[config.mk]
export PLATFORM = sky130hd
export DESIGN_NAME = ccr_command_handler
export DESIGN_NICKNAME = d
export VERILOG_FILES = /design/src/design/ccr_pkg.sv /design/src/design/ccr_resp_if.sv /design/src/design/ccr_command_handler.sv /design/src/design/ccr_tx_emitter.sv
export SDC_FILE = /design/constraint.sdc
export NUM_CORES = 1
export LEC_CHECK = 0
export BUFFER_PORTS_ARGS = -buffer_cell sky130_fd_sc_hd__buf_2
export CAP_MARGIN = 30
export CORE_MARGIN = 3
export CORE_UTILIZATION = 58
export CTS_BUF_LIST = sky130_fd_sc_hd__clkbuf_8 sky130_fd_sc_hd__clkbuf_16
export CTS_CLUSTER_SIZE = 20
export DETAILED_ROUTE_END_ITERATION = 12
export PLACE_DENSITY = 0.8
export SYNTH_ARGS = -nofsm -noshare
export SYNTH_HDL_FRONTEND = slang
export SYNTH_SLANG_ARGS = --single-unit
export TNS_END_PERCENT = 10
[constraint.sdc]
create_clock -name ref_clk -period 7.2 [get_ports ref_clk]
set_input_delay 0.72 -clock ref_clk [delete_from_list [all_inputs] [get_ports ref_clk]]
set_output_delay 0.72 -clock ref_clk [all_outputs]
set_load 0.05 [all_outputs]
[src/design/ccr_pkg.sv]
// ============================================================
// Shared constants and types of the card command handler
package ccr_pkg;
    // Response codes sent to the host
    localparam logic [7:0] RSP_ACK = 8'h5e;
    localparam logic [7:0] RSP_FAIL = 8'h2a;
    localparam logic [7:0] RSP_NOSTRIPE = 8'h2b;
    localparam logic [7:0] RSP_COMM = 8'h3f;
    localparam logic [7:0] RSP_BAD = 8'h21;
    localparam logic [7:0] RSP_POWER = 8'h3a;
    localparam logic [7:0] RSP_UNAVAIL = 8'h7e;

    // Host command letters
    localparam logic [7:0] CMD_SECTOR_WR = 8'h76;
    localparam logic [7:0] CMD_ACTIVATE = 8'h4a;
    localparam logic [7:0] CMD_KEY_LOAD = 8'h6a;
    localparam logic [7:0] CMD_IDENTIFY = 8'h46;
    localparam logic [7:0] CMD_DESELECT = 8'h79;
    localparam logic [7:0] CMD_APDU = 8'h5a;
    localparam logic [7:0] CMD_RAW = 8'h7a;
    localparam logic [7:0] CMD_ANT_ON = 8'h4f;
    localparam logic [7:0] CMD_ANT_OFF = 8'h6f;
    localparam logic [7:0] CMD_AUTO = 8'h48;
    localparam logic [7:0] CMD_ARM = 8'h50;
    localparam logic [7:0] CMD_PERSIST = 8'h53;
    localparam logic [7:0] PERSIST_SEL = 8'h41;

    // ASCII characters used in argument checks
    localparam logic [7:0] CH_0 = 8'h30;
    localparam logic [7:0] CH_1 = 8'h31;
    localparam logic [7:0] CH_4 = 8'h34;
    localparam logic [7:0] CH_9 = 8'h39;
    localparam logic [7:0] CH_A = 8'h41;
    localparam logic [7:0] CH_F = 8'h46;
    localparam logic [7:0] CH_B = 8'h42;
    localparam logic [7:0] BYTE_ZERO = 8'h00;

    // Argument byte counts (after the command letter)
    localparam logic [9:0] CNT_MAX = 10'h3ff;
    localparam logic [9:0] SECTOR_HDR = 10'h003;
    localparam logic [9:0] SECTOR_SMALL = 10'h040;
    localparam logic [9:0] SECTOR_LARGE = 10'h100;
    localparam logic [13:0] SECTOR_MAXNUM = 14'h00ff;
    localparam logic [13:0] LARGE_FIRST = 14'h0020;
    localparam logic [13:0] LARGE_LAST = 14'h0027;
    localparam logic [9:0] KEY_LEN = 10'h00d;
    localparam logic [9:0] APDU_MIN = 10'h005;
    localparam logic [9:0] APDU_MAX = 10'h106;
    localparam logic [9:0] RAW_HDR = 10'h005;
    localparam logic [9:0] RAW_MAX = 10'h180;
    localparam logic [13:0] DEC_BASE = 14'h000a;

    // Inter-byte gap that closes a host command
    localparam int CLK_MHZ = 200;
    localparam int GAP_US = 1000;
    localparam int GAP_CYC = GAP_US * CLK_MHZ;
    localparam int GAP_W = 18;

    // Operations handed to the card engine
    typedef enum logic [2:0] {
        CARD_SECTOR_WR,
        CARD_ACTIVATE,
        CARD_IDENTIFY,
        CARD_DESELECT,
        CARD_APDU,
        CARD_RAW,
        CARD_READ
    } ccr_card_op_t;
endpackage

[src/design/ccr_resp_if.sv]
`timescale 1ns/1ps
// ============================================================
// Response path between command handler and byte emitter
interface ccr_resp_if;
    logic statusValid;
    logic [7:0] statusCode;
    logic streamValid;
    logic [7:0] streamData;
    logic streamReady;
    logic idle;
    modport src (output statusValid, statusCode, streamValid, streamData, input streamReady, idle);
    modport snk (input statusValid, statusCode, streamValid, streamData, output streamReady, idle);
endinterface

[src/design/ccr_command_handler.sv]
`timescale 1ns/1ps
// ============================================================
// Overview of operation
// - Processor-card activation needs antenna power; returns select answer or fail code.
// - Key load takes slot 0 to 4 plus twelve hex characters, stored nonvolatile.
// - Stored keys can never be read back; keys are write only.
// - Card-type query answers one digit, or fail code on no card or power.
// - Deselect sends the layer-4 deselect frame; acknowledge or fail code.
// - APDU exchange carries at most 262 bytes; returns data and status words.
// - Raw exchange CRC character 30h means CRC included, 31h means none.
// - Raw exchange has a four-digit wait time and at most 384 data bytes.
// - Codes: 5Eh done, 2Ah not completed, 3Fh reception error.
// - Codes: 21h bad command, 7Eh no hardware, 2Bh no stripe, 3Ah power on.
// - Automatic mode reads sensed cards alone and sends data only on success.
// - Automatic-mode disable stops reading until the arm-to-read command arrives.
// - Disable changes only the volatile mode; enable restores automatic reading.
// - Persistent configuration writes the automatic-mode setting to nonvolatile storage.
// - After arming, a card read gives acknowledge whether or not decoding worked.
// - Antenna power-on is refused with fail code while automatic mode is on.
module ccr_command_handler
    import ccr_pkg::*;
#(
    parameter int unsigned GAP_CYCLES = GAP_CYC
)
(
    input wire logic ref_clk,
    input wire logic resetn,
    input wire logic rxValid,
    input wire logic [7:0] rxData,
    input wire logic rxBad,
    output logic [7:0] txData,
    output logic txValid,
    input wire logic txReady,
    input wire logic cardSense,
    input wire logic stripeSwipe,
    input wire logic cardHwReady,
    output logic antennaOn,
    output logic autoMode,
    output logic cardGo,
    output ccr_card_op_t cardOp,
    output logic [13:0] cardWaitMs,
    output logic cardCrcOn,
    output logic cardFlush,
    output logic cardTxValid,
    output logic [7:0] cardTxData,
    input wire logic cardDone,
    input wire logic cardOk,
    input wire logic cardRxValid,
    input wire logic [7:0] cardRxData,
    input wire logic cardRxLast,
    output logic cardRxReady,
    input wire logic nvAutoMode,
    output logic nvKeyWr,
    output logic [2:0] nvKeySlot,
    output logic [47:0] nvKeyData,
    output logic nvModeWr,
    output logic nvModeAuto
);
    typedef enum logic [2:0] {S_POWERON, S_IDLE, S_ARGS, S_DISPATCH, S_ARM, S_CARD, S_STREAM, S_DRAIN} ccr_state_t;

    // ============================================================
    // Decoding helpers
    function automatic logic isDigit(input logic [7:0] c);
        return (c >= CH_0) && (c <= CH_9);
    endfunction

    function automatic logic isHex(input logic [7:0] c);
        return isDigit(c) || ((c >= CH_A) && (c <= CH_F));
    endfunction

    function automatic logic [3:0] hexVal(input logic [7:0] c);
        return isDigit(c) ? c[3:0] : 4'(c[3:0] + 4'h9);
    endfunction

    // ============================================================
    // Reset release and pin synchronisers
    logic [1:0] rstSync_q;
    logic [1:0] senseSync_q;
    logic [1:0] stripeSync_q;
    logic senseLast_q;
    logic stripeLast_q;
    wire logic rstn = rstSync_q[1];

    always_ff @(posedge ref_clk or negedge resetn)
    begin
        if (!resetn)
            rstSync_q <= 2'h0;
        else
            rstSync_q <= {rstSync_q[0], 1'b1};
    end

    // Sensor pins pass two flops before the edge detectors
    always_ff @(posedge ref_clk or negedge rstn)
    begin
        if (!rstn)
        begin
            senseSync_q <= 2'h0;
            stripeSync_q <= 2'h0;
            senseLast_q <= 1'b0;
            stripeLast_q <= 1'b0;
        end
        else
        begin
            senseSync_q <= {senseSync_q[0], cardSense};
            stripeSync_q <= {stripeSync_q[0], stripeSwipe};
            senseLast_q <= senseSync_q[1];
            stripeLast_q <= stripeSync_q[1];
        end
    end

    wire logic senseRise = senseSync_q[1] && !senseLast_q;
    wire logic stripeRise = stripeSync_q[1] && !stripeLast_q;

    // ============================================================
    // Command collection
    ccr_state_t state_q;
    logic [7:0] cmd_q;
    logic [7:0] arg0_q;
    logic [7:0] arg1_q;
    logic [9:0] cnt_q;
    logic [13:0] num_q;
    logic [47:0] key_q;
    logic argBad_q;
    logic commErr_q;
    logic [GAP_W-1:0] gapCnt_q;
    logic antennaOn_q;
    logic autoMode_q;
    ccr_resp_if rsp ();

    wire logic newCmd = (state_q == S_IDLE) && rxValid;
    wire logic rxTake = (state_q == S_ARGS) && rxValid;
    wire logic gapDone = (state_q == S_ARGS) && !rxValid && (gapCnt_q == GAP_W'(GAP_CYCLES - 1));
    wire logic isV = cmd_q == CMD_SECTOR_WR;
    wire logic isZ = cmd_q == CMD_APDU;
    wire logic isRaw = cmd_q == CMD_RAW;
    wire logic isKey = cmd_q == CMD_KEY_LOAD;
    wire logic bForm = (cnt_q == 10'h000) ? (rxData == CH_B) : (arg0_q == CH_B);
    wire logic decPos = (isV && !bForm && cnt_q < SECTOR_HDR) || (isRaw && cnt_q >= 10'h001 && cnt_q < RAW_HDR);
    wire logic keyPos = isKey && cnt_q >= 10'h001 && cnt_q < KEY_LEN;
    wire logic [13:0] numNext = decPos ? 14'(num_q * DEC_BASE + {10'h000, rxData[3:0]})
        : (isV && bForm && cnt_q == 10'h002) ? {6'h00, rxData} : num_q;
    wire logic badNow = (decPos && !isDigit(rxData))
        || (isV && bForm && cnt_q == 10'h001 && rxData != BYTE_ZERO)
        || (isKey && cnt_q == 10'h000 && (rxData < CH_0 || rxData > CH_4))
        || (keyPos && !isHex(rxData))
        || (isRaw && cnt_q == 10'h000 && rxData != CH_0 && rxData != CH_1);
    wire logic isPayload = (isV && cnt_q >= SECTOR_HDR) || isZ || (isRaw && cnt_q >= RAW_HDR);

    // Gather arguments; the command closes after an idle gap
    always_ff @(posedge ref_clk or negedge rstn)
    begin
        if (!rstn)
        begin
            cmd_q <= BYTE_ZERO;
            arg0_q <= BYTE_ZERO;
            arg1_q <= BYTE_ZERO;
            cnt_q <= 10'h000;
            num_q <= 14'h0000;
            key_q <= 48'h0;
            argBad_q <= 1'b0;
            commErr_q <= 1'b0;
        end
        else if (newCmd)
        begin
            cmd_q <= rxData;
            cnt_q <= 10'h000;
            num_q <= 14'h0000;
            argBad_q <= 1'b0;
            commErr_q <= rxBad;
        end
        else if (rxTake)
        begin
            cnt_q <= (cnt_q == CNT_MAX) ? cnt_q : 10'(cnt_q + 10'h001);
            commErr_q <= commErr_q || rxBad;
            argBad_q <= argBad_q || badNow;
            num_q <= numNext;
            arg0_q <= (cnt_q == 10'h000) ? rxData : arg0_q;
            arg1_q <= (cnt_q == 10'h001) ? rxData : arg1_q;
            key_q <= keyPos ? {key_q[43:0], hexVal(rxData)} : key_q;
        end
    end

    // Idle gap counter, restarted by every host byte
    always_ff @(posedge ref_clk or negedge rstn)
    begin
        if (!rstn)
            gapCnt_q <= '0;
        else if (newCmd || rxTake || state_q != S_ARGS)
            gapCnt_q <= '0;
        else
            gapCnt_q <= GAP_W'(gapCnt_q + 1'b1);
    end

    // Payload bytes stream straight to the card engine
    always_ff @(posedge ref_clk or negedge rstn)
    begin
        if (!rstn)
        begin
            cardTxValid <= 1'b0;
            cardTxData <= BYTE_ZERO;
        end
        else
        begin
            cardTxValid <= rxTake && isPayload;
            cardTxData <= rxData;
        end
    end

    // ============================================================
    // Dispatch decision
    wire logic [9:0] secLen = (num_q >= LARGE_FIRST && num_q <= LARGE_LAST) ? SECTOR_LARGE : SECTOR_SMALL;
    wire logic noArgCmd = cmd_q == CMD_ACTIVATE || cmd_q == CMD_IDENTIFY || cmd_q == CMD_DESELECT
        || cmd_q == CMD_ANT_ON || cmd_q == CMD_ANT_OFF || cmd_q == CMD_ARM;
    wire logic binArg1 = arg1_q == CH_0 || arg1_q == CH_1;
    wire logic paramOk = isV ? (!argBad_q && num_q <= SECTOR_MAXNUM && cnt_q == 10'(SECTOR_HDR + secLen))
        : noArgCmd ? cnt_q == 10'h000
        : isKey ? (!argBad_q && cnt_q == KEY_LEN)
        : isZ ? (cnt_q >= APDU_MIN && cnt_q <= APDU_MAX)
        : isRaw ? (!argBad_q && cnt_q >= RAW_HDR && cnt_q <= 10'(RAW_HDR + RAW_MAX))
        : (cmd_q == CMD_AUTO) ? (cnt_q == 10'h001 && (arg0_q == CH_0 || arg0_q == CH_1))
        : (cmd_q == CMD_PERSIST) ? (cnt_q == 10'h002 && arg0_q == PERSIST_SEL && binArg1)
        : 1'b0;
    wire logic needCard = isV || isZ || isRaw || cmd_q == CMD_ACTIVATE
        || cmd_q == CMD_IDENTIFY || cmd_q == CMD_DESELECT;
    wire logic needAnt = needCard || isKey;
    wire logic autoBlocked = autoMode_q && (cmd_q == CMD_ANT_ON || cmd_q == CMD_ANT_OFF || cmd_q == CMD_ARM);
    wire logic [7:0] dispCode = commErr_q ? RSP_COMM
        : !paramOk ? RSP_BAD
        : (needCard && !cardHwReady) ? RSP_UNAVAIL
        : (needAnt && !antennaOn_q) ? RSP_FAIL
        : autoBlocked ? RSP_FAIL
        : RSP_ACK;
    wire logic dispAck = (state_q == S_DISPATCH) && dispCode == RSP_ACK;
    wire logic goCard = dispAck && needCard;
    wire logic goArm = dispAck && cmd_q == CMD_ARM;
    wire ccr_card_op_t dispOp = isV ? CARD_SECTOR_WR : isZ ? CARD_APDU : isRaw ? CARD_RAW
        : (cmd_q == CMD_ACTIVATE) ? CARD_ACTIVATE : (cmd_q == CMD_IDENTIFY) ? CARD_IDENTIFY : CARD_DESELECT;

    // ============================================================
    // Card results and response selection
    logic autoRun_q;
    logic armRun_q;
    wire logic armTrig = (state_q == S_ARM) && (senseRise || stripeRise);
    wire logic autoTrig = (state_q == S_IDLE) && !rxValid && autoMode_q && (senseRise || stripeRise);
    wire logic cardEnd = (state_q == S_CARD) && cardDone;
    wire logic hasData = cardOp == CARD_ACTIVATE || cardOp == CARD_IDENTIFY || cardOp == CARD_APDU
        || cardOp == CARD_RAW || cardOp == CARD_READ;
    wire logic toStream = cardEnd && cardOk && hasData && !armRun_q;
    wire logic silentEnd = cardEnd && autoRun_q && !cardOk;
    wire logic cardStatus = cardEnd && !toStream && !silentEnd;
    wire logic [7:0] cardCode = (armRun_q || cardOk) ? RSP_ACK : RSP_FAIL;
    wire logic streamBeat = (state_q == S_STREAM) && cardRxValid && rsp.streamReady;

    // One response per command, taken by the emitter
    assign rsp.statusValid = (state_q == S_POWERON) || ((state_q == S_DISPATCH) && !goCard && !goArm)
        || cardStatus;
    assign rsp.statusCode = (state_q == S_POWERON) ? RSP_POWER : cardEnd ? cardCode : dispCode;
    assign rsp.streamValid = (state_q == S_STREAM) && cardRxValid;
    assign rsp.streamData = cardRxData;
    assign cardRxReady = (state_q == S_STREAM) && rsp.streamReady;
    assign antennaOn = antennaOn_q;
    assign autoMode = autoMode_q;

    // Sequencer: one command in flight until its answer has gone out
    always_ff @(posedge ref_clk or negedge rstn)
    begin
        if (!rstn)
            state_q <= S_POWERON;
        else
        begin
            unique case (state_q)
                S_POWERON: state_q <= S_DRAIN;
                S_IDLE: state_q <= newCmd ? S_ARGS : autoTrig ? S_CARD : S_IDLE;
                S_ARGS: state_q <= gapDone ? S_DISPATCH : S_ARGS;
                S_DISPATCH: state_q <= goCard ? S_CARD : goArm ? S_ARM : S_DRAIN;
                S_ARM: state_q <= armTrig ? S_CARD : S_ARM;
                S_CARD: state_q <= toStream ? S_STREAM : silentEnd ? S_IDLE : cardEnd ? S_DRAIN : S_CARD;
                S_STREAM: state_q <= (streamBeat && cardRxLast) ? S_DRAIN : S_STREAM;
                S_DRAIN: state_q <= rsp.idle ? S_IDLE : S_DRAIN;
            endcase
        end
    end

    // Card engine launch and operation arguments
    always_ff @(posedge ref_clk or negedge rstn)
    begin
        if (!rstn)
        begin
            cardGo <= 1'b0;
            cardOp <= CARD_READ;
            cardWaitMs <= 14'h0000;
            cardCrcOn <= 1'b0;
            cardFlush <= 1'b0;
            autoRun_q <= 1'b0;
            armRun_q <= 1'b0;
        end
        else
        begin
            cardGo <= goCard || armTrig || autoTrig;
            cardFlush <= (state_q == S_DISPATCH) && needCard && !goCard; // Drop streamed payload
            if (goCard)
            begin
                cardOp <= dispOp;
                cardWaitMs <= num_q;
                cardCrcOn <= arg0_q == CH_0;
                autoRun_q <= 1'b0;
                armRun_q <= 1'b0;
            end
            else if (armTrig || autoTrig)
            begin
                cardOp <= CARD_READ;
                autoRun_q <= autoTrig;
                armRun_q <= armTrig;
            end
        end
    end

    // Volatile mode, antenna and the power-up load of the stored mode
    always_ff @(posedge ref_clk or negedge rstn)
    begin
        if (!rstn)
        begin
            antennaOn_q <= 1'b0;
            autoMode_q <= 1'b1;
        end
        else if (state_q == S_POWERON)
            autoMode_q <= nvAutoMode;
        else if (dispAck && cmd_q == CMD_AUTO)
            autoMode_q <= arg0_q == CH_1;
        else if (dispAck && (cmd_q == CMD_ANT_ON || cmd_q == CMD_ANT_OFF))
            antennaOn_q <= cmd_q == CMD_ANT_ON;
    end

    // Nonvolatile writes; keys leave only towards storage, never to the host
    always_ff @(posedge ref_clk or negedge rstn)
    begin
        if (!rstn)
        begin
            nvKeyWr <= 1'b0;
            nvKeySlot <= 3'h0;
            nvKeyData <= 48'h0;
            nvModeWr <= 1'b0;
            nvModeAuto <= 1'b0;
        end
        else
        begin
            nvKeyWr <= dispAck && isKey;
            nvKeySlot <= arg0_q[2:0];
            nvKeyData <= key_q;
            nvModeWr <= dispAck && cmd_q == CMD_PERSIST;
            nvModeAuto <= arg1_q == CH_1;
        end
    end

    // ============================================================
    // Host byte emitter
    ccr_tx_emitter emitter (
        .clk(ref_clk),
        .rstn(rstn),
        .rsp(rsp),
        .txData(txData),
        .txValid(txValid),
        .txReady(txReady)
    );
endmodule

[src/design/ccr_tx_emitter.sv]
`timescale 1ns/1ps
// ============================================================
// One-byte holding stage towards the host transmitter
module ccr_tx_emitter
    import ccr_pkg::*;
(
    input wire logic clk,
    input wire logic rstn,
    ccr_resp_if.snk rsp,
    output logic [7:0] txData,
    output logic txValid,
    input wire logic txReady
);
    logic [7:0] txData_q;
    logic txValid_q;
    wire logic take = (rsp.statusValid || rsp.streamValid) && rsp.streamReady;

    // Free when empty or when the held byte leaves this cycle
    assign rsp.streamReady = !txValid_q || txReady;
    assign rsp.idle = !txValid_q;
    assign txData = txData_q;
    assign txValid = txValid_q;

    // Load a status code or a card data byte
    always_ff @(posedge clk or negedge rstn)
    begin
        if (!rstn)
        begin
            txData_q <= BYTE_ZERO;
            txValid_q <= 1'b0;
        end
        else if (take)
        begin
            txData_q <= rsp.statusValid ? rsp.statusCode : rsp.streamData;
            txValid_q <= 1'b1;
        end
        else if (txReady)
        begin
            txValid_q <= 1'b0;
        end
    end
endmodule

======== After elaboration in Yosys (flattened, before gate mapping) ========
Cells that the tools add are included.
word-level totals
  output and inout bits ................... 95
  word-level logic and storage cells ...... 299
  input bits .............................. 29
  flip-flop bits (word level) ............. 223
operators by class
  $add $sub $neg .......................... 5
  reduce and logical (&&, ||, !) cells .... 140
  multipliers ............................. 1
  muxes and demuxes ....................... 58
  $lt $le $gt $ge ......................... 17
  bitwise operators ....................... 3
  eq/ne operators ......................... 42
operator list
  kind                                                                count
  equality test 8 x 7 -> 1 bit, second input constant                 15
  logical AND 1 bit                                                   69
  two-way mux 14 bit                                                  4
  two-way mux 7 bit                                                   8
  logical OR 1 bit                                                    41
  equality test 8 x 6 -> 1 bit, second input constant                 4
  two-way mux 10 bit                                                  3
  two-way mux 3 bit                                                   10
  two-way mux 1 bit                                                   24
  one-hot mux 3 bit (8 select lines)                                  1
  equality test 3 bit, second input constant                          7
  <= comparator 10 x 9 -> 1 bit, second input constant                2
  adder 18 x 1 -> 18 bit, second input constant                       1
  equality test 18 bit, second input constant                         1
  two-way mux 18 bit                                                  1
  logical NOT 1 bit                                                   16
  != test 8 x 6 -> 1 bit, second input constant                       2
  adder 14 x 4 -> 14 bit                                              1
  greater-or-equal comparator 14 x 6 -> 1 bit, second input constant  1
  <= comparator 14 x 6 -> 1 bit, second input constant                1
  <= comparator 14 x 8 -> 1 bit, second input constant                1
  multiplier 14 x 3 -> 13 bit, second input constant                  1
  AND reduction 3 bit                                                 4
  adder 10 x 1 -> 10 bit, second input constant                       1
  35 further kinds                                                    47

======== Logic depth before layout (Yosys ltp) ========
Gate-level depths: netlist (run 1).
  depth in word-level cells ............... 23
  depth in mapped cells ................... 12
  depth with buffers taken out ............ 12

======== Modules after synthesis ========
Synthesis (run 1) repeated with hierarchy kept, for this count alone.
unflattened totals
  cells, all modules ...................... 891
  area, all modules ....................... 10465.0 µm²
by module, submodules not included
  module               sequential area each (µm²)  cells each  instances  area each (µm²)
  ccr_command_handler  5358.9                      859         1          9982.1
  ccr_tx_emitter       225.2                       32          1          483.0

======== Worst setup path after synthesis (run 1) ========
No wires, ideal clock.
  path kind ............................... input port to flip-flop
  start point ............................. input rxData[1]
  end point ............................... register num_q[13]
  buffers on the path ..................... 0
  data required time ...................... 7.117 ns
  slack ................................... 3.814 ns
  cell stages on the path ................. 11
  arrival time ............................ 3.303 ns
  cells stage by stage .................... ha_1 inv_1 fa_1 nor2b_1 o21ai_0 or3b_2 nor4b_1 nand4_1 nor3b_1 xnor3_1 o21ai_0
on the way
  longest elaborated chain between the ends .. 9
  elaborated cells on any way between the ends .. 14
  those cells by class .................... 1 x add/sub; 1 x eq/ne; 4 x mux; 8 x reduce/logical
ends and longest elaborated chain
  element                                                                         line                        source
  start, declared                                                                 ccr_command_handler.sv:29   input wire logic [7:0] rxData,
  parallel branches: the longest is 9 deep, another holds adder 14 x 4 -> 14 bit  n/a
  end signal, assigned                                                            ccr_command_handler.sv:176  num_q <= numNext;
  end, declared                                                                   ccr_command_handler.sv:121  logic [13:0] num_q;
Several ways; the timed one is not identified. The select of a mux whose other input is x is not followed.
A chain may end at the register's enable or synchronous reset.

======== Final worst setup path (run 1) ========
  start point ............................. register num_q[3]
  end point ............................... register num_q[13]
on the way
  longest elaborated chain between the ends .. 5
ends and longest elaborated chain
  element                      line                        source
  multiplier 14 x 3 -> 13 bit  ccr_command_handler.sv:140  wire logic [13:0] numNext = decPos ? 14'(num_q * DEC_BASE + {10'h000, rxData[3:0]})
  adder 14 x 4 -> 14 bit       ccr_command_handler.sv:140
  two-way mux 14 bit           ccr_command_handler.sv:140
  two-way mux 14 bit           ccr_command_handler.sv:171  else if (rxTake)
  two-way mux 14 bit           ccr_command_handler.sv:163  else if (newCmd)
Every way passes these cells. The select of a mux whose other input is x is not followed.

==> flow_summary.yaml, run 1 <==
clocking:
  cts_max_level: 1
  root_buffer: "clkbuf_16"
  cts_setup_buffers: 0
  postCtsHoldBufs: 1
  cts_resized: 0
  clock_sinks: 223
  cts_buffers: 23
  clock_path_buffers: 3
  clkTransAtPathRegs_ps: 60
  clock_latency_ps: 510
  cts_tree: "done"
sta:
  skew_ps: 21.7
  finalCriticalPeriod_ps: 3650
  worst_slew_pin_slew_ps: 1020
  setup_viol: 0
  setup_slack_ps: 3550
  max_freq_mhz: 274
  rsz0062_at_grt: "false"
  whs_ps: 243
  slew_viol_final: 0
  hold_viol_final: 0
  finalCritPeriodShare_pct: 50.7
  setup_tns_ps: 0
  slew_headroom_pct: 32.2
grt:
  grt_pass1_wl_mm: 34.7
  grt_pass1_vias: 6953
  grt_max_degree: 195
  grt.overflow.total: 0
  track_usage_pct: 22.7
  antenna_found_initial: 0
critical_path:
  required_ps: 7630
  worst_setup_path_end_kind: "register"
  rrSetupSlack_ps: 3550
  path_max_fanout: 5
  crit_top_cell: "ha_1"
  worstSetupPathType: "reg2reg"
  crit_path_start_kind: "register"
  path_buf_inv: 1
  crit_chain: "ha_1 > ha_1 > inv_1 > fa_1 > xnor2_1 > or3b_2 > nor4b_1 > nand4_1 > nor3b_1 > xnor3_1 > o21ai_0"
  cp_top_family: "simple AND/OR/NAND/NOR gates"
  crit_cells: 11
  arrival_ps: 4080
  crit_slowest_cell: "or3b_2"
  reg2reg_from: "num_q[3]$_DFFE_PN0P_"
  r2r-end: "num_q[13]$_DFFE_PN0P_"
  cpPeakStageDelay_ps: 500
  reg2reg_depth: 11
synth:
  synth_edf_count: 0
  syn_inst: 877
  ys_seq_elements: 223
  postSynthAreaPerCell_um2: 11.4
  synth_nets: 940
  synth.yosys.seq_area_share_pct: 55.6
  synth.cell_area_mm2: 0.0100
  async_flop_share_pct: 100
  synth_cell_types: 86
  synthFlopType: "dfrtp_1"
  synth_warnings: 0
die:
  die_h_um: 138
  dieArea_mm2: 0.0189
  initial_utilization_pct: 59.9
  core-area_mm2: 0.0168
  chipWidth_um: 138
  ios: 124
  rows: 47
detailed_routing:
  drt_iter0_markers: 528
  wl_met2_mm: 10.0
  routed.top_layer: "met4"
  via_count: 7030
  wl_met1_mm: 9.44
  drc_errors: 0
  vias_per_cell: 5.69
  ant_nets: 0
  wl_per_cell_um: 17.0
  dr.pass1.iters: 5
  route.met3.wl_mm: 1.23
  finalWirelength_mm: 21.1
finish:
  fin_nets: 1063
  n_fill_cell: 1235
  final_core_util_pct: 69.4
  finalInstanceArea_mm2: 0.0116
  antenna_cells: 0
  area_growth_syn_to_layout_pct: 15.8
  drive_above_1_share_pct: 25.6
power_and_ir_drop:
  cellPowerDensity_mw_per_mm2: 324
  ir_worst_vdd_mv: 0.207
  p_leak_nw: 5.85
place:
  dp_slack_ps: 3350
  hpwl_mm: 14.4
  placed_cell_area_mm2: 0.0108
  port_buffers: 123
  gp_congestion: 0.886
min_path:
  min-delay-path-class: "reg2async"
job:
  cap_violations: 0
status:
  status: "finished clean"
-- through the flow --
step	power, W	std cells
CTS	0.00379	1235
finish	0.00377	1236
detailed placement	0.00261	1193
global placement	0.00258	1192
global route	0.00400	1236
floorplan	0.00239	877
-- layer usage --
metal,vias to the layer above,GRT usage (%)
met4,0,5.54
li1,3353,-
met5,-,0
met3,29,3.54
met1,3447,33.3
met2,201,35.8
-- layout make-up --
class                           instances  area, µm²  share of cell area, %
Clock inverter                         14        128                   1.10
Tap cell                              220        275                   2.37
Sequential cell                       223       5590                   48.0
Timing Repair Buffer                  129        696                   5.98
Inverter                               29        109                  0.936
Multi-Input combinational cell        594       4200                   36.1
Clock buffer                           27        631                   5.42
-- registers in the layout, indices dropped and copies added (netlist names), 8 cells and up --
signal,cells
key_q,48
nvKeyData,48
gapCnt_q,18
cardWaitMs,14
num_q,14
cnt_q,10
arg0_q,8
arg1_q,8
cardTxData,8
cmd_q,8
emitter.txData,8
-- worst max-delay path by stage --
stage                                        to  slack (ps)                    from
after floorplan           antennaOn$_DFFE_PN0P_         530  rstSync_q[1]$_DFF_PN0_
after global routing      num_q[13]$_DFFE_PN0P_        3240    num_q[3]$_DFFE_PN0P_
after CTS                 num_q[13]$_DFFE_PN0P_        3510    num_q[3]$_DFFE_PN0P_
after detailed placement  num_q[13]$_DFFE_PN0P_        3350               rxData[1]
after global placement    num_q[13]$_DFFE_PN0P_        3470               rxData[1]
final                     num_q[13]$_DFFE_PN0P_        3550    num_q[3]$_DFFE_PN0P_
-- cell usage after synthesis, types with 4 or more instances --
cell	n	share of area [%]
a211oi_1	4	0.30
a21boi_0	4	0.30
a21oi_1	21	1.0
a31oi_1	5	0.31
and2_1	5	0.31
and3_1	14	0.87
clkbuf_1	23	0.86
dfrtp_1	220	55
ha_1	32	4.0
inv_1	29	1.1
mux2_2	68	7.6
mux2i_1	9	0.90
nand2_1	86	3.2
nand3_1	33	1.6
nand4_1	15	0.93
nor2_1	71	2.7
nor2b_1	14	0.87
nor3_1	14	0.70
nor3b_1	7	0.52
nor4_1	4	0.25
nor4b_1	6	0.52
nor4bb_1	4	0.40
o211ai_1	4	0.30
o21ai_0	42	2.1
o31ai_1	9	0.67
or3_1	9	0.56
xnor2_1	22	1.9
xor2_1	18	1.6
-- kinds of logic (layout without fill, tap and decap cells) --
logic type / after synthesis / after routing / share of synthesized area, %
adders and majority gates: 34 / 34 / 4.39
and+or+nand+nor: 308 / 308 / 15.8
xor gates and xnor gates: 41 / 41 / 3.71
other: 1 / 1 / 0.0374
buffers and inverters: 60 / 199 / 2.58
AOI/OAI and AO/OA: 133 / 133 / 9.36
muxes: 77 / 77 / 8.52
DFF: 223 / 223 / 55.6
-- worst register-to-register path, cell delays in order (launching register included) --
cell and delay (ps):
dfrtp_1 420, ha_1 300, ha_1 160, inv_1 60, fa_1 400, xnor2_1 250
or3b_2 500, nor4b_1 460, nand4_1 210, nor3b_1 240, xnor3_1 430, o21ai_0 140
-- power by group --
| part | switching [W] | leakage (nW) | total [W] | internal (W) |
|---|---|---|---|---|
| Sequential | 0.000178 | 2.99 | 0.00158 | 0.00140 |
| Combinational | 0.000625 | 2.47 | 0.00103 | 0.000402 |
| Clock | 0.000468 | 0.386 | 0.00116 | 0.000696 |
-- cells in the final DEF, fill, tap and decap left out, drive strengths merged, types with 4 or more instances in the layout --
master and instances:
dfrtp 220, buf 128, nand2 86, nor2 71, mux2 68, o21ai 43, inv 34, nand3 33
ha 32, clkbuf 27, xnor2 22, a21oi 22, xor2 18, nand4 15, nor2b 14, nor3 14
and3 14, or3 10, mux2i 9, o31ai 9, nor3b 7, and2 7, nor4b 6, a31oi 5
a21boi 5, clkinv 5, nor4bb 4, nor4 4, o211ai 4, a211oi 4, or4 4
(Power assumes the default switching activity.)
==> inputs of run 2 (changes only) <==
ABC_AREA = 1   (was not set)
clock period = 3.4 ns   (was 7.2 ns; I/O delays follow)
==> flow_summary.yaml, run 2 <==
min_path:
  hold_start: "rxData[6]"
  hold-path-endpoint: "cardTxData[6]$_DFF_PN0_"
  hold_depth: 1
  min-delay-path-class: "in2reg"
synth:
  synthFlopType: "dfrtp_1"
  synth_warnings: 0
  postSynthAreaPerCell_um2: 8.81
  synth.cell_area_mm2: 0.0102
  synth.yosys.seq_area_share_pct: 55.0
  synth_simple_gate_area_share_pct: 23.7
  synth_xor_area_share_pct: 1.55
  synth_compound_area_share_pct: 9.25
  yosysTopAreaCell: "dfrtp_1"
  async_flop_share_pct: 100
  ys_seq_elements: 223
  yosysTopAreaCellShare_pct: 54.2
  yosys-top-cells-area: "dfrtp_1, nand2_1, inv_1"
  ys_top_cells_by_count: "nand2_1, dfrtp_1, inv_1, nor2_1, o21ai_0"
  synthAdderAreaFrac_pct: 4.34
  synth_nets: 1216
  yosysMostFrequentCell: "nand2_1"
  syn_inst: 1153
  synth_edf_count: 0
  synth_cell_types: 57
  synth_mux_area_share_pct: 0.111
  synth_top_family_by_area: "simple AND/OR/NAND/NOR gates"
critical_path:
  r2r-end: "num_q[13]$_DFFE_PN0P_"
  crit_chain: "ha_1 > ha_1 > inv_1 > fa_1 > o21ai_0 > xor2_1 > or2_2 > nor2_1 > nand4_1 > nand2_1 > nand3_1 > o22ai_1"
  arrival_ps: 3320
  worstSetupPathType: "reg2reg"
  reg2reg_depth: 12
  worst_setup_path_end_kind: "register"
  cp_top_family: "adder cells"
  cpPeakStageDelay_ps: 410
  required_ps: 3820
  reg2reg_from: "num_q[1]$_DFFE_PN0P_"
  crit_top_cell: "ha_1"
  path_max_fanout: 3
  path_buf_inv: 1
  crit_path_start_kind: "register"
  rrSetupSlack_ps: 500
  crit_slowest_cell: "dfrtp_1"
power_and_ir_drop:
  power_w: 0.00933
  p_switching_w: 0.00370
  pwr-share-seq_pct: 36.8
  p_clk_share_pct: 25.8
  p_sw_share_pct: 39.6
  cellPowerDensity_mw_per_mm2: 791
  p_int_w: 0.00564
  ir_worst_vdd_mv: 0.604
  p_comb_share_pct: 37.4
  p_leak_nw: 6.17
job:
  cap_violations: 0
clocking:
  postCtsHoldBufs: 3
  cts_max_level: 1
  cts_tree: "done"
  cts_buffers: 23
  clock_path_buffers: 3
  cts_resized: 0
  cts_setup_buffers: 0
  root_buffer: "clkbuf_16"
  clock_sinks: 223
  clkTransAtPathRegs_ps: 60
  clock_latency_ps: 500
place:
  hpwl_mm: 16.4
  port_buffers: 123
  gp_congestion: 0.882
finish:
  register_area_mm2: 0.00559
  n_fill_cell: 1244
  antenna_cells: 0
  multi_input_area_mm2: 0.00396
  fin_nets: 1356
  area_growth_syn_to_layout_pct: 16.1
  final_core_util_pct: 69.8
  final_common_cell: "nand2_1"
  final_cell_mix: "nand2_1, dfrtp_1, inv_1"
  drive_above_1_share_pct: 16.7
  reg_top3: "key_q x48, nvKeyData x48, gapCnt_q x18"
grt:
  grt_pass1_vias: 8057
  grt.overflow.total: 0
  track_usage_pct: 24.6
  grt_pass1_wl_mm: 39.5
  antenna_found_initial: 0
  grt_max_degree: 89
detailed_routing:
  finalWirelength_mm: 23.5
  ant_nets: 0
  wl_per_cell_um: 15.4
  drc_errors: 0
  vias_per_cell: 5.40
  drt_iter0_markers: 504
  via_count: 8249
  dr.pass1.iters: 5
die:
  dieArea_mm2: 0.0191
  chipWidth_um: 138
  ios: 124
  core-area_mm2: 0.0169
  initial_utilization_pct: 60.2
  rows: 47
  die_h_um: 138
status:
  status: "finished clean"
sta:
  worst_slew_pin_slew_ps: 894
  hold_viol_final: 0
  slew_headroom_pct: 40.3
  skew_ps: 12.4
  slew_viol_final: 0
  setup_tns_ps: 0
  max_freq_mhz: 345
  finalCriticalPeriod_ps: 2900
  finalCritPeriodShare_pct: 85.2
  rsz0062_at_grt: "false"
  setup_viol: 0
## run 2: cells by family after synthesis
family          count (synthesis)
fa+ha+maj                      34
xor+xnor                       18
compound gates                163
simple gates                  557
mux                             1
other cells                     1
buf+inv                       156
flops                         223
## run 2: worst max-delay path by stage
stage / depth (start not counted) / from / end / slack, ps
detailed placement: 12 / num_q[1]$_DFFE_PN0P_ / num_q[13]$_DFFE_PN0P_ / 560
floorplan: 12 / num_q[3]$_DFFE_PN0P_ / num_q[13]$_DFFE_PN0P_ / 820
global placement: 11 / num_q[3]$_DFFE_PN0P_ / num_q[13]$_DFFE_PN0P_ / 670
finish: 12 / num_q[1]$_DFFE_PN0P_ / num_q[13]$_DFFE_PN0P_ / 500
CTS: 12 / num_q[1]$_DFFE_PN0P_ / num_q[13]$_DFFE_PN0P_ / 520
global route: 20 / cnt_q[0]$_DFFE_PN0P_ / emitter.txData[4]$_DFFE_PN0P_ / 280
## run 2: layout make-up
type	count	share of cell area, %
inverter	135	4.30
timing repair buffer	136	6.22
clock buffer	28	5.47
clock inverter	11	0.669
sequential	223	47.4
multi-input combinational	774	33.6
tap	220	2.33
## run 2: per-layer routing
| metal | global-route usage [%] | up-vias | wire length (µm) |
|---|---|---|---|
| li1 | - | 4004 | - |
| met1 | 34.5 | 3930 | 10500 |
| met2 | 40.6 | 264 | 11000 |
| met3 | 3.76 | 51 | 1460 |
| met4 | 6.45 | 0 | 618 |
| met5 | 0 | - | 0 |
## run 2: power by group through the flow
stage / Clock, W / Combinational (W) / Sequential, W
detailed placement: 0 / 0.00342 / 0.00347
global placement: 0 / 0.00335 / 0.00345
floorplan: 0 / 0.00243 / 0.00372
finish: 0.00241 / 0.00349 / 0.00344
global route: 0.00256 / 0.00393 / 0.00350
CTS: 0.00244 / 0.00347 / 0.00343
## run 2: through the flow
| stage | worst slack [ps] | hold WS (ps) | std cells | instance area, µm² |
|---|---|---|---|---|
| after floorplan | 819 | 44.4 | 1153 | 10200 |
| after global placement | 672 | 125 | 1485 | 11000 |
| after detailed placement | 556 | 131 | 1485 | 11000 |
| after CTS | 521 | 0.226 | 1527 | 11800 |
| after global routing | 282 | 8.55 | 1527 | 11800 |
| final | 502 | 15.1 | 1527 | 11800 |
==> inputs of run 3 (changes only) <==
BUFFER_PORTS_ARGS = not set   (was -buffer_cell sky130_fd_sc_hd__buf_2)
CORE_UTILIZATION = 60   (was 58)
DONT_BUFFER_PORTS = 1   (was not set)
PLACE_DENSITY = 0.76   (was 0.8)
==> flow_summary.yaml, run 3 (synthesized netlist as in run 2, its figures left out) <==
detailed_routing:
  ant_nets: 0
  vias_per_cell: 5.46
  finalWirelength_mm: 22.6
  dr.pass1.iters: 5
  wl_per_cell_um: 16.0
  drc_errors: 0
  via_count: 7715
  drt_iter0_markers: 590
clocking:
  clock_sinks: 223
  cts_setup_buffers: 0
  clock_latency_ps: 520
  postCtsHoldBufs: 14
  cts_max_level: 1
  root_buffer: "clkbuf_16"
  clock_path_buffers: 3
  cts_resized: 0
  clkTransAtPathRegs_ps: 60
  cts_buffers: 23
  cts_tree: "done"
sta:
  finalCritPeriodShare_pct: 84.0
  finalCriticalPeriod_ps: 2860
  worst_slew_pin_slew_ps: 871
  setup_tns_ps: 0
  hold_viol_final: 0
  slew_headroom_pct: 41.8
  rsz0062_at_grt: "false"
  setup_viol: 0
  skew_ps: 16.4
  whs_ps: 24.5
  max_freq_mhz: 350
  slew_viol_final: 0
finish:
  finalInstanceArea_mm2: 0.0113
  final_cell_mix: "nand2_1, dfrtp_1, inv_1"
  multi_input_area_mm2: 0.00397
  final_core_util_pct: 69.8
  final_common_cell: "nand2_1"
  antenna_cells: 0
  area_growth_syn_to_layout_pct: 11.5
  n_fill_cell: 1237
  register_area_mm2: 0.00559
  drive_above_1_share_pct: 8.11
  reg_top3: "key_q x48, nvKeyData x48, gapCnt_q x18"
  fin_nets: 1245
min_path:
  hold_depth: 2
  hold_start: "rxData[3]"
  min-delay-path-class: "in2reg"
  hold-path-endpoint: "num_q[3]$_DFFE_PN0P_"
status:
  status: "finished clean"
place:
  port_buffers: 0
  gp_congestion: 0.883
  placed_cell_area_mm2: 0.0104
  hpwl_mm: 15.7
power_and_ir_drop:
  ir_worst_vdd_mv: 0.522
  p_leak_nw: 5.65
  cellPowerDensity_mw_per_mm2: 818
critical_path:
  crit_chain: "ha_1 > ha_1 > inv_1 > fa_1 > o21ai_0 > xor2_1 > or2_2 > nor2_1 > nand2_1 > xor2_1 > o22ai_1"
  path_max_fanout: 4
  worst_setup_path_end_kind: "register"
  cpPeakStageDelay_ps: 420
  r2r-end: "num_q[11]$_DFFE_PN0P_"
  cp_top_family: "adder cells"
  required_ps: 3770
  rrSetupSlack_ps: 540
  path_buf_inv: 1
  crit_path_start_kind: "register"
  crit_slowest_cell: "dfrtp_1"
  reg2reg_from: "num_q[3]$_DFFE_PN0P_"
  arrival_ps: 3230
  worstSetupPathType: "reg2reg"
  reg2reg_depth: 11
grt:
  grt_max_degree: 68
  grt_pass1_vias: 7446
  antenna_found_initial: 0
  track_usage_pct: 25.0
  grt_pass1_wl_mm: 37.4
  grt.overflow.total: 0
die:
  dieArea_mm2: 0.0185
  initial_utilization_pct: 62.6
  core-area_mm2: 0.0162
  die_h_um: 136
  chipWidth_um: 136
  ios: 124
  rows: 46
job:
  cap_violations: 0
==> run 3: cell types whose count changed in the layout (fill, tap and decap cells not counted), sizes merged <==
cell | before | now
dlygate4sd3 | 3 | 14
clkinvlp | 2 | 0
clkbuf | 28 | 29
inv | 137 | 138
buf | 133 | 11
==> run 3: worst max path at each step <==
stage | slack [ps] | cells past startpoint | to | start
final | 540 | 11 | num_q[11]$_DFFE_PN0P_ | num_q[3]$_DFFE_PN0P_
after global routing | 210 | 20 | emitter.txData[0]$_DFFE_PN0P_ | cnt_q[0]$_DFFE_PN0P_
after CTS | 560 | 11 | num_q[11]$_DFFE_PN0P_ | num_q[3]$_DFFE_PN0P_
after detailed placement | 580 | 11 | num_q[13]$_DFFE_PN0P_ | num_q[3]$_DFFE_PN0P_
after global placement | 660 | 12 | num_q[13]$_DFFE_PN0P_ | num_q[3]$_DFFE_PN0P_
after floorplan | 820 | 12 | num_q[13]$_DFFE_PN0P_ | num_q[3]$_DFFE_PN0P_
==> run 3: power breakdown <==
part / total [W] / switching, W / internal [W]
Sequential: 0.00377 / 0.000704 / 0.00307
Clock: 0.00243 / 0.000995 / 0.00144
Combinational: 0.00306 / 0.00196 / 0.00110
Total: 0.00927 / 0.00366 / 0.00561
==> run 3: layout make-up <==
cell class                      instances  area share [%]
Sequential cell                       223            49.3
Multi-Input combinational cell        774            35.0
Clock buffer                           29            5.81
Inverter                              135            4.48
Tap cell                              216            2.39
Timing Repair Buffer                   25            2.19
Clock inverter                         10           0.740
==> run 3: worst reg2reg max path, delay by kind of cell (launching register included) <==
family | cells | cell delay, ps
flops | 1 | 420
compound gates | 2 | 480
buf+inv | 1 | 70
xor+xnor | 2 | 320
fa+ha+maj | 3 | 860
simple gates | 3 | 600
==> run 3: per-layer routing <==
layer	wire length [µm]	GRT usage [%]
met5	0	0
met4	461	6.38
met3	1970	5.55
met2	9870	37.7
met1	10300	37.2
==> run 3: through the flow <==
step | setup slack (ps) | instances | power (W)
6_report | 544 | 1412 | 0.00927
2_1_floorplan | 819 | 1153 | 0.00615
4_1_cts | 556 | 1412 | 0.00929
5_1_grt | 209 | 1412 | 0.00993
3_5_place_dp | 579 | 1359 | 0.00680
3_3_place_gp | 659 | 1359 | 0.00673
